## config.mk

```make
export PLATFORM = sky130hd
export DESIGN_NAME = ipt_sequencer
export DESIGN_NICKNAME = d
export VERILOG_FILES = /design/src/hw/ipt_sequencer.v
export VERILOG_INCLUDE_DIRS = /design/src /design/src/hw
export SDC_FILE = /design/constraint.sdc
export NUM_CORES = 1
export LEC_CHECK = 0
export BUFFER_PORTS_ARGS = -buffer_cell sky130_fd_sc_hd__buf_2
export CAP_MARGIN = 5
export CORE_MARGIN = 5
export CORE_UTILIZATION = 50
export CTS_CLUSTER_DIAMETER = 100
export DETAILED_ROUTE_END_ITERATION = 10
export PLACE_DENSITY = 0.79
export REMOVE_ABC_BUFFERS = 1
export SYNTH_ARGS = -nofsm -noshare
export SYNTH_HDL_FRONTEND = slang
export SYNTH_SLANG_ARGS = --single-unit
export TNS_END_PERCENT = 1
```

## constraint.sdc

```tcl
create_clock -name clk -period 7.74 [get_ports clk]
set_input_delay 0.774 -clock clk [delete_from_list [all_inputs] [get_ports clk]]
set_output_delay 0.774 -clock clk [all_outputs]
set_load 0.02 [all_outputs]
```

## src/hw/ipt_timing_defs.vh

```
// Constants for the instruction prefetch and timing sequencer.
// Included by ipt_sequencer.v; holds definitions only.
`ifndef IPT_TIMING_DEFS_VH
`define IPT_TIMING_DEFS_VH

// Input clock periods per machine state
`define IPT_CLKS_PER_STATE 3'h4
`define IPT_PHASE_LAST     2'h3

// Instruction class codes
`define IPT_CL_WORD_MOVE   5'h00
`define IPT_CL_TWO_OP      5'h01
`define IPT_CL_UMUL        5'h02
`define IPT_CL_SMUL        5'h03
`define IPT_CL_UDIV        5'h04
`define IPT_CL_DADD        5'h05
`define IPT_CL_DSUB        5'h06
`define IPT_CL_SER_OUT     5'h07
`define IPT_CL_SER_IN      5'h08
`define IPT_CL_IDLE        5'h09
`define IPT_CL_EXTERNAL    5'h0a
`define IPT_CL_CTX_RETURN  5'h0b
`define IPT_CL_CTX_BRANCH  5'h0c
`define IPT_CL_XOP_TRAP    5'h0d
`define IPT_CL_JUMP        5'h0e
`define IPT_CL_BIT_IO      5'h0f
`define IPT_CL_TEST_MEM    5'h10
`define IPT_CL_UNDEF_AP    5'h11
`define IPT_CL_FAR_PREFIX  5'h12
`define IPT_CL_RESET_FN    5'h13
`define IPT_CL_INT_SWITCH  5'h14

// Addressing modes
`define IPT_MODE_REG       2'h0
`define IPT_MODE_IND       2'h1
`define IPT_MODE_INDEXED   2'h2
`define IPT_MODE_AUTOINC   2'h3

// Base state counts (C) and access counts (M)
`define IPT_C_WORD_MOVE    10'h003
`define IPT_M_WORD_MOVE    4'h3
`define IPT_C_TWO_OP       10'h004
`define IPT_M_TWO_OP       4'h4
`define IPT_C_UMUL         10'h017
`define IPT_C_SMUL         10'h019
`define IPT_M_MUL          4'h5
`define IPT_C_UDIV_SHORT   10'h006
`define IPT_C_UDIV_LONG    10'h00a
`define IPT_M_UDIV_EARLY   4'h4
`define IPT_C_UDIV_FULL    10'h01e
`define IPT_M_UDIV_FULL    4'h6
`define IPT_C_DOUBLE       10'h00c
`define IPT_M_DADD         4'h8
`define IPT_M_DSUB         4'h7
`define IPT_C_SEROUT_ZERO  10'h028
`define IPT_C_SEROUT_BASE  10'h008
`define IPT_M_SERIAL       4'h3
`define IPT_C_SERIN_ZERO   10'h02b
`define IPT_C_SERIN_EIGHT  10'h01b
`define IPT_C_SERIN_BASE   10'h014
`define IPT_M_SERIN_MID    4'h4
`define IPT_SER_CNT_EIGHT  4'h8
`define IPT_C_NINE         10'h009
`define IPT_M_ONE          4'h1
`define IPT_C_CTX_RET_IN   10'h007
`define IPT_M_CTX_RET      4'h4
`define IPT_C_CTX_BRANCH   10'h00a
`define IPT_M_SIX          4'h6
`define IPT_C_XOP          10'h00e
`define IPT_M_XOP          4'h7
`define IPT_C_JUMP         10'h003
`define IPT_C_BIT_IO       10'h007
`define IPT_M_TWO          4'h2
`define IPT_C_TEST_MEM     10'h01a
`define IPT_C_UNDEF_AP     10'h015
`define IPT_M_UNDEF_AP     4'h8
`define IPT_C_FAR_PREFIX   10'h001
`define IPT_C_SWITCH       10'h00d

`endif

```

## src/hw/ipt_sequencer.v

```verilog
// Instruction prefetch and timing sequencer: paces each instruction in
// machine states, places operand, prefetch and store accesses, and
// stretches memory states while the bus holds off ready.
// Assumes cmd* come from logic on clk; busReady and intRequest are pins.
`timescale 1ns/1ps
`include "ipt_timing_defs.vh"

module ipt_sequencer (
  input  wire        clk,
  input  wire        rst,
  input  wire        cmdStart,
  input  wire [4:0]  cmdClass,
  input  wire [1:0]  cmdSrcMode,
  input  wire [1:0]  cmdDstMode,
  input  wire [3:0]  cmdCount,
  input  wire [7:0]  cmdIdleReps,
  input  wire        cmdOption,
  input  wire        busReady,
  input  wire        intRequest,
  output reg         busy_reg,
  output reg         done_reg,
  output reg         cycleStartStrobe_reg,
  output reg         memCycle_reg,
  output reg         opcodeFetch_reg,
  output reg         resultStore_reg,
  output reg         waitState_reg,
  output reg         prefetchValid_reg,
  output reg         prefetchDiscard_reg,
  output reg         intSwitch_reg,
  output reg  [9:0]  stateCount_reg,
  output reg  [3:0]  accessCount_reg,
  output reg  [9:0]  waitCount_reg
);

  localparam [1:0] ST_BOOT = 2'h0;
  localparam [1:0] ST_IDLE = 2'h1;
  localparam [1:0] ST_RUN  = 2'h2;

  reg  [1:0] fsm_reg;
  reg  [1:0] phase_reg;
  reg  [9:0] stepIdx_reg;
  reg  [9:0] totalC_reg;
  reg  [3:0] totalM_reg;
  reg        hasStore_reg;
  reg        readyMeta_reg;
  reg        readySync_reg;
  reg        intMeta_reg;
  reg        intSync_reg;
  reg        restart_reg;

  // Base cost: {store, C[9:0], M[3:0]}
  function [14:0] baseCost;
    input [4:0] cls;
    input [3:0] cnt;
    input [7:0] reps;
    input       opt;
    begin
      case (cls)
        `IPT_CL_WORD_MOVE:  baseCost = {1'b1, `IPT_C_WORD_MOVE, `IPT_M_WORD_MOVE};
        `IPT_CL_TWO_OP:     baseCost = {1'b1, `IPT_C_TWO_OP, `IPT_M_TWO_OP};
        `IPT_CL_UMUL:       baseCost = {1'b1, `IPT_C_UMUL, `IPT_M_MUL};
        `IPT_CL_SMUL:       baseCost = {1'b1, `IPT_C_SMUL, `IPT_M_MUL};
        `IPT_CL_UDIV: begin
          // Option high means the overflow flag is set: early exit
          if (opt)
            baseCost = {1'b0, (cnt[0] ? `IPT_C_UDIV_LONG : `IPT_C_UDIV_SHORT),
                        `IPT_M_UDIV_EARLY};
          else
            baseCost = {1'b1, `IPT_C_UDIV_FULL, `IPT_M_UDIV_FULL};
        end
        `IPT_CL_DADD:       baseCost = {1'b1, `IPT_C_DOUBLE, `IPT_M_DADD};
        `IPT_CL_DSUB:       baseCost = {1'b1, `IPT_C_DOUBLE, `IPT_M_DSUB};
        `IPT_CL_SER_OUT: begin
          if (cnt == 4'h0)
            baseCost = {1'b0, `IPT_C_SEROUT_ZERO, `IPT_M_SERIAL};
          else
            baseCost = {1'b0, `IPT_C_SEROUT_BASE + {5'h00, cnt, 1'b0},
                        `IPT_M_SERIAL};
        end
        `IPT_CL_SER_IN: begin
          if (cnt == 4'h0)
            baseCost = {1'b1, `IPT_C_SERIN_ZERO, `IPT_M_SERIAL};
          else if (cnt == `IPT_SER_CNT_EIGHT)
            baseCost = {1'b1, `IPT_C_SERIN_EIGHT, `IPT_M_SERIN_MID};
          else
            baseCost = {1'b1, `IPT_C_SERIN_BASE + {6'h00, cnt},
                        (cnt < `IPT_SER_CNT_EIGHT) ? `IPT_M_SERIN_MID
                                                   : `IPT_M_SERIAL};
        end
        `IPT_CL_IDLE:
          baseCost = {1'b0, `IPT_C_NINE + {1'b0, reps, 1'b0}, `IPT_M_ONE};
        `IPT_CL_EXTERNAL:   baseCost = {1'b0, `IPT_C_NINE, `IPT_M_ONE};
        `IPT_CL_CTX_RETURN:
          baseCost = {1'b0, (opt ? `IPT_C_CTX_RET_IN : `IPT_C_NINE),
                      `IPT_M_CTX_RET};
        `IPT_CL_CTX_BRANCH: baseCost = {1'b0, `IPT_C_CTX_BRANCH, `IPT_M_SIX};
        `IPT_CL_XOP_TRAP:   baseCost = {1'b0, `IPT_C_XOP, `IPT_M_XOP};
        `IPT_CL_JUMP:       baseCost = {1'b0, `IPT_C_JUMP, `IPT_M_ONE};
        `IPT_CL_BIT_IO:     baseCost = {1'b0, `IPT_C_BIT_IO, `IPT_M_TWO};
        `IPT_CL_TEST_MEM:   baseCost = {1'b1, `IPT_C_TEST_MEM, `IPT_M_SERIAL};
        `IPT_CL_UNDEF_AP:   baseCost = {1'b0, `IPT_C_UNDEF_AP, `IPT_M_UNDEF_AP};
        `IPT_CL_FAR_PREFIX: baseCost = {1'b0, `IPT_C_FAR_PREFIX, `IPT_M_ONE};
        `IPT_CL_RESET_FN:   baseCost = {1'b0, `IPT_C_SWITCH, `IPT_M_SIX};
        `IPT_CL_INT_SWITCH: baseCost = {1'b0, `IPT_C_SWITCH, `IPT_M_SIX};
        default:            baseCost = {1'b0, `IPT_C_JUMP, `IPT_M_ONE};
      endcase
    end
  endfunction

  // Autoincrement and indexed modes each cost one state and one access
  function modeExtra;
    input [1:0] mode;
    begin
      modeExtra = (mode == `IPT_MODE_AUTOINC) || (mode == `IPT_MODE_INDEXED);
    end
  endfunction

  // Only classes with operand fields pay for addressing modes
  function usesSrc;
    input [4:0] cls;
    begin
      usesSrc = (cls <= `IPT_CL_BIT_IO) && (cls != `IPT_CL_IDLE) &&
                (cls != `IPT_CL_EXTERNAL) && (cls != `IPT_CL_CTX_RETURN) &&
                (cls != `IPT_CL_JUMP) || (cls == `IPT_CL_TEST_MEM) ||
                (cls == `IPT_CL_FAR_PREFIX);
    end
  endfunction

  function usesDst;
    input [4:0] cls;
    begin
      usesDst = (cls <= `IPT_CL_TWO_OP) || (cls == `IPT_CL_DADD) ||
                (cls == `IPT_CL_DSUB) || (cls == `IPT_CL_BIT_IO);
    end
  endfunction

  wire [14:0] cmdCost  = baseCost(cmdClass, cmdCount, cmdIdleReps, cmdOption);
  wire        srcAdd   = usesSrc(cmdClass) & modeExtra(cmdSrcMode);
  wire        dstAdd   = usesDst(cmdClass) & modeExtra(cmdDstMode);
  wire [1:0]  modeSum  = {1'b0, srcAdd} + {1'b0, dstAdd};
  wire [9:0]  cmdC     = cmdCost[13:4] + {8'h00, modeSum};
  wire [3:0]  cmdM     = cmdCost[3:0] + {2'h0, modeSum};
  wire [14:0] swCost   = baseCost(`IPT_CL_INT_SWITCH, 4'h0, 8'h00, 1'b0);
  wire [14:0] rstCost  = baseCost(`IPT_CL_RESET_FN, 4'h0, 8'h00, 1'b0);

  // Access placement: operand accesses first, then prefetch, then store
  wire [3:0]  opsAcc    = totalM_reg - 4'h1 - {3'h0, hasStore_reg};
  wire [9:0]  lastStep  = totalC_reg - 10'h001;
  wire [9:0]  fetchStep = lastStep - {9'h000, hasStore_reg};
  wire        inRun     = (fsm_reg == ST_RUN);
  wire        isFetch   = inRun && (stepIdx_reg == fetchStep);
  wire        isStore   = inRun && hasStore_reg && (stepIdx_reg == lastStep);
  wire        isOperand = inRun && (stepIdx_reg < {6'h00, opsAcc});
  wire        isMem     = isOperand || isFetch || isStore;
  wire        stateEnd  = inRun && (phase_reg == `IPT_PHASE_LAST);
  wire        holdWait  = stateEnd && isMem && !readySync_reg;
  wire        lastEnd   = stateEnd && !holdWait && (stepIdx_reg == lastStep);
  wire        takeInt   = lastEnd && intSync_reg && !intSwitch_reg;

  // Pins cross into clk through two flops before anything reads them
  always @(posedge clk or posedge rst) begin
    if (rst) begin
      readyMeta_reg <= 1'b0;
      readySync_reg <= 1'b0;
      intMeta_reg   <= 1'b0;
      intSync_reg   <= 1'b0;
    end else begin
      readyMeta_reg <= busReady;
      readySync_reg <= readyMeta_reg;
      intMeta_reg   <= intRequest;
      intSync_reg   <= intMeta_reg;
    end
  end

  always @(posedge clk or posedge rst) begin
    if (rst) begin
      fsm_reg              <= ST_BOOT;
      phase_reg            <= 2'h0;
      stepIdx_reg          <= 10'h000;
      totalC_reg           <= 10'h000;
      totalM_reg           <= 4'h0;
      hasStore_reg         <= 1'b0;
      busy_reg             <= 1'b1;
      done_reg             <= 1'b0;
      cycleStartStrobe_reg <= 1'b0;
      prefetchValid_reg    <= 1'b0;
      prefetchDiscard_reg  <= 1'b0;
      intSwitch_reg        <= 1'b0;
      stateCount_reg       <= 10'h000;
      accessCount_reg      <= 4'h0;
      waitCount_reg        <= 10'h000;
      restart_reg          <= 1'b0;
    end else begin
      done_reg            <= 1'b0;
      prefetchDiscard_reg <= 1'b0;
      restart_reg         <= 1'b0;
      case (fsm_reg)
        ST_BOOT: begin
          // Reset function runs its own sequence before any command
          fsm_reg              <= ST_RUN;
          totalC_reg           <= rstCost[13:4];
          totalM_reg           <= rstCost[3:0];
          hasStore_reg         <= rstCost[14];
          stepIdx_reg          <= 10'h000;
          phase_reg            <= 2'h0;
          intSwitch_reg        <= 1'b1;
          cycleStartStrobe_reg <= ~cycleStartStrobe_reg;
        end
        ST_IDLE: begin
          if (cmdStart) begin
            fsm_reg              <= ST_RUN;
            busy_reg             <= 1'b1;
            totalC_reg           <= cmdC;
            totalM_reg           <= cmdM;
            hasStore_reg         <= cmdCost[14];
            stepIdx_reg          <= 10'h000;
            phase_reg            <= 2'h0;
            intSwitch_reg        <= 1'b0;
            // The held opcode is consumed by the instruction now starting
            prefetchValid_reg    <= 1'b0;
            stateCount_reg       <= 10'h000;
            accessCount_reg      <= 4'h0;
            waitCount_reg        <= 10'h000;
            cycleStartStrobe_reg <= ~cycleStartStrobe_reg;
          end
        end
        ST_RUN: begin
          if (!stateEnd) begin
            phase_reg <= phase_reg + 2'h1;
            // Switch counters restart one clock after done, no state has ended yet
            if (restart_reg) begin
              stateCount_reg  <= 10'h000;
              accessCount_reg <= 4'h0;
              waitCount_reg   <= 10'h000;
            end
          end else if (holdWait) begin
            // Frozen state: one extra machine state, no new cycle start
            phase_reg     <= 2'h0;
            waitCount_reg <= waitCount_reg + 10'h001;
          end else begin
            phase_reg      <= 2'h0;
            stateCount_reg <= stateCount_reg + 10'h001;
            if (isMem)
              accessCount_reg <= accessCount_reg + 4'h1;
            if (isFetch)
              prefetchValid_reg <= 1'b1;
            if (takeInt) begin
              // An interrupt is the one event that throws the opcode away
              prefetchValid_reg    <= 1'b0;
              prefetchDiscard_reg  <= 1'b1;
              done_reg             <= 1'b1;
              intSwitch_reg        <= 1'b1;
              totalC_reg           <= swCost[13:4];
              totalM_reg           <= swCost[3:0];
              hasStore_reg         <= swCost[14];
              stepIdx_reg          <= 10'h000;
              // Counters show the interrupted instruction's totals with done
              restart_reg          <= 1'b1;
              cycleStartStrobe_reg <= ~cycleStartStrobe_reg;
            end else if (lastEnd) begin
              fsm_reg  <= ST_IDLE;
              busy_reg <= 1'b0;
              done_reg <= 1'b1;
            end else begin
              stepIdx_reg          <= stepIdx_reg + 10'h001;
              cycleStartStrobe_reg <= ~cycleStartStrobe_reg;
            end
          end
        end
        default: begin
          fsm_reg  <= ST_IDLE;
          busy_reg <= 1'b0;
        end
      endcase
    end
  end

  // Bus phase flags are registered, so they trail the state by one clock
  always @(posedge clk or posedge rst) begin
    if (rst) begin
      memCycle_reg    <= 1'b0;
      opcodeFetch_reg <= 1'b0;
      resultStore_reg <= 1'b0;
      waitState_reg   <= 1'b0;
    end else begin
      memCycle_reg    <= isMem;
      opcodeFetch_reg <= isFetch;
      resultStore_reg <= isStore;
      waitState_reg   <= holdWait;
    end
  end

endmodule // ipt_sequencer

```

==> out/metrics.yaml <==
viasPerCell: 6.13
die_area_sq_mm: 0.0134
root_buffer: "sky130_fd_sc_hd__clkbuf_8"
ios: 61
mean_routed_wirelength_per_cell_um: 16.3
final_cell_utilization_of_the_core_pct: 56.3
run_status: "complete, no violations"
track_usage_pct: 21.3
pre_cts_slack_ns: 3.37
detail_route.first_pass.iterations: 5
postSynthAreaPerCell_sq_um: 8.30
timing.clock.skew_ns: 0.0178
finalNetCount: 763
cts.repair_timing.setup_buffer_count: 0
detailedPlacementHpwl_mm: 10.2
port-buffer-count: 58
die-height_um: 116
critical_setup_path_class: "reg2reg"
max-slew-margin-rel_pct: 29.3
grt_pass1_wl_mm: 23.8
htree_levels: 3
cts.hold.buffers_added: 0
critical_path.endpoint_type: "register"
synthDistinctLibCells: 83
timing.final.crit_share_pct: 58.1
final_period_minus_worst_setup_slack_ns: 4.50
report.final.hold_viol_count: 0
insertion_delay_ns: 0.36
grt_overflow: 0
synth.yosys.warnings: 0
finalNonFillerCells: 852
fp.dieW_um: 116
row_count: 38
gp_congestion: 0.975
cts_buffer_depth: 2
cap_viol_max_count: 0
min-delay-path-class: "reg2reg"
cts_sinks: 67
critPathLaunchType: "register"
tritoncts: "yes"
finalMaxSlewViolations: 0
synth-seq-area-share_pct: 30.0
core_box_area_sq_mm: 0.0109
routed_wirelength_mm: 13.9
antenna_found_initial: 0
drc: 0
grt_setup_unrepaired: "no"
antenna_diode_instance_count: 0
critical_path_required_ns: 8.02
p_leak_nw: 2.67
fraction_of_layout_cells_with_a_size_suffix_above_1_pct: 14.6
number_of_global_route_vias_before_repair: 5009
irDropWorstVdd_v: 0.0000788
syn-cell-area_sq_mm: 0.00559
post_synthesis_cells: 673
grt_max_degree: 68
holdWs_ns: 0.354
drtIter0Drc: 462
antenna_left: 0
dp.cells: 836
cts_made_buffers: 9
fmax_ghz: 0.222
final_critical_path_setup_slack_ns: 3.24
postSynthRegisterBits: 67
flow.area_growth_from_synthesis_pct: 9.70
synth_ff_type: "sky130_fd_sc_hd__dfrtp_1"
leading_cell_type_in_the_layout_fill_and_taps_excluded: "sky130_fd_sc_hd__dfrtp_1"
layout.cells.most_common_list: "66 x sky130_fd_sc_hd__dfrtp_1, 61 x sky130_fd_sc_hd__nand2_1, 58 x sky130_fd_sc_hd__buf_2"
setup_viol: 0
route.vias.total: 5221
worst_pin_slew_ns: 1.06
cp_max_fo: 18
pwr_density_cell_mw_per_mm2: 122
post_cts_gate_resize_count: 0
timing.setup.tns_ns: 0
synth_async_sr_flop_share_pct: 100
timing.critical_path.arrival_ns: 4.78
number_of_synthesized_flops_with_an_enable_pin: 0
clk_transition_reported_paths_ns: 0.08
initial_utilization_pct: 51.3
-- routing by layer --
layer	up-vias	wire, um	global-route usage [%]
met2	208	6600	34.6
met4	0	242	5.34
li1	2524	-	-
met1	2464	5990	29.9
met5	-	0	0
met3	25	1020	3.45
-- cells by family (layout without fill, tap and decap cells) --
group	count (synthesis)	in the layout	synth area share, %
AND/OR/NAND/NOR	266	266	25.3
buffers and inverters	72	111	5.26
multiplexers	23	23	4.32
XOR/XNOR	45	45	7.30
flip-flops	67	67	30.0
AO/OA/AOI/OAI	171	171	21.0
adder cells (fa/ha/maj)	29	29	6.76
-- per-stage QoR --
step / power [mW] / area [sq um]
2_1_floorplan: 0.403 / 5420
3_3_place_gp: 0.429 / 5910
3_5_place_dp: 0.431 / 5910
4_1_cts: 0.751 / 6130
5_1_grt: 0.779 / 6130
6_report: 0.750 / 6130
-- Yosys cell counts (6+ instances only) --
library cell	count	area, sq um
sky130_fd_sc_hd__nor2b_1	6	37.5
sky130_fd_sc_hd__nand3_1	26	130
sky130_fd_sc_hd__mux2_2	8	90.1
sky130_fd_sc_hd__nor4_1	9	56.3
sky130_fd_sc_hd__xnor2_1	28	245
sky130_fd_sc_hd__o21ai_0	34	170
sky130_fd_sc_hd__and2_1	6	37.5
sky130_fd_sc_hd__nor3_1	16	80.1
sky130_fd_sc_hd__o22ai_1	6	37.5
sky130_fd_sc_hd__clkbuf_1	23	86.3
sky130_fd_sc_hd__nand4_1	15	93.8
sky130_fd_sc_hd__a21o_1	8	60.1
sky130_fd_sc_hd__buf_2	10	50.1
sky130_fd_sc_hd__or3_1	11	68.8
sky130_fd_sc_hd__and3_1	16	100
sky130_fd_sc_hd__a311oi_1	6	52.6
sky130_fd_sc_hd__mux2i_1	14	140
sky130_fd_sc_hd__xor2_1	16	140
sky130_fd_sc_hd__nor3b_1	6	45.0
sky130_fd_sc_hd__inv_1	35	131
sky130_fd_sc_hd__nand2_1	61	229
sky130_fd_sc_hd__a31oi_1	6	37.5
sky130_fd_sc_hd__o31ai_1	7	52.6
sky130_fd_sc_hd__dfrtp_1	66	1650
sky130_fd_sc_hd__nand2b_1	11	68.8
sky130_fd_sc_hd__nor2_1	55	206
sky130_fd_sc_hd__a21oi_1	44	220
sky130_fd_sc_hd__ha_1	27	338
-- final timing paths --
| path | startpoint | endpoint | slack, ns | depth (start not counted) |
|---|---|---|---|---|
| setup / recovery | totalC_reg[0] | stateCount_reg[8] | 3.24 | 11 |
| hold / removal | intMeta_reg | intSync_reg | 0.35 | 0 |
| setup reg to reg | totalC_reg[0] | stateCount_reg[8] | 3.24 | 11 |
| hold reg to reg | intMeta_reg | intSync_reg | 0.35 | 0 |
| max in group asynchronous | rst | totalC_reg[7] | 6.52 | 3 |
| min in group asynchronous | rst | waitCount_reg[4] | 0.66 | 3 |
-- layout make-up --
class	instances	area, sq um
fill	937	4760
multi-input combinational	534	3620
sequential	67	1680
timing repair buffer	60	305
tap	140	175
inverter	35	131
clock buffer	10	128
clock inverter	6	88.8
-- power by group --
| group | total, mW | switching (mW) | internal, mW | leakage (nW) |
|---|---|---|---|---|
| clock | 0.325 | 0.143 | 0.182 | 0.103 |
| sequential | 0.352 | 0.000913 | 0.351 | 0.820 |
| combinational | 0.0732 | 0.0469 | 0.0263 | 1.74 |
-- worst max-delay path: stages (launching register included) --
cell and delay [ns]:
sky130_fd_sc_hd__dfrtp_1 0.60, sky130_fd_sc_hd__inv_1 0.12, sky130_fd_sc_hd__ha_1 0.43, sky130_fd_sc_hd__o21bai_1 0.27, sky130_fd_sc_hd__a211o_1 0.32, sky130_fd_sc_hd__and3_1 0.19, sky130_fd_sc_hd__or2_2 0.29, sky130_fd_sc_hd__o211ai_1 0.53
sky130_fd_sc_hd__nand3_1 0.35, sky130_fd_sc_hd__o21bai_1 0.92, sky130_fd_sc_hd__o21ai_0 0.23, sky130_fd_sc_hd__a21oi_1 0.17
No activity file was read; power rests on OpenSTA's default activity.
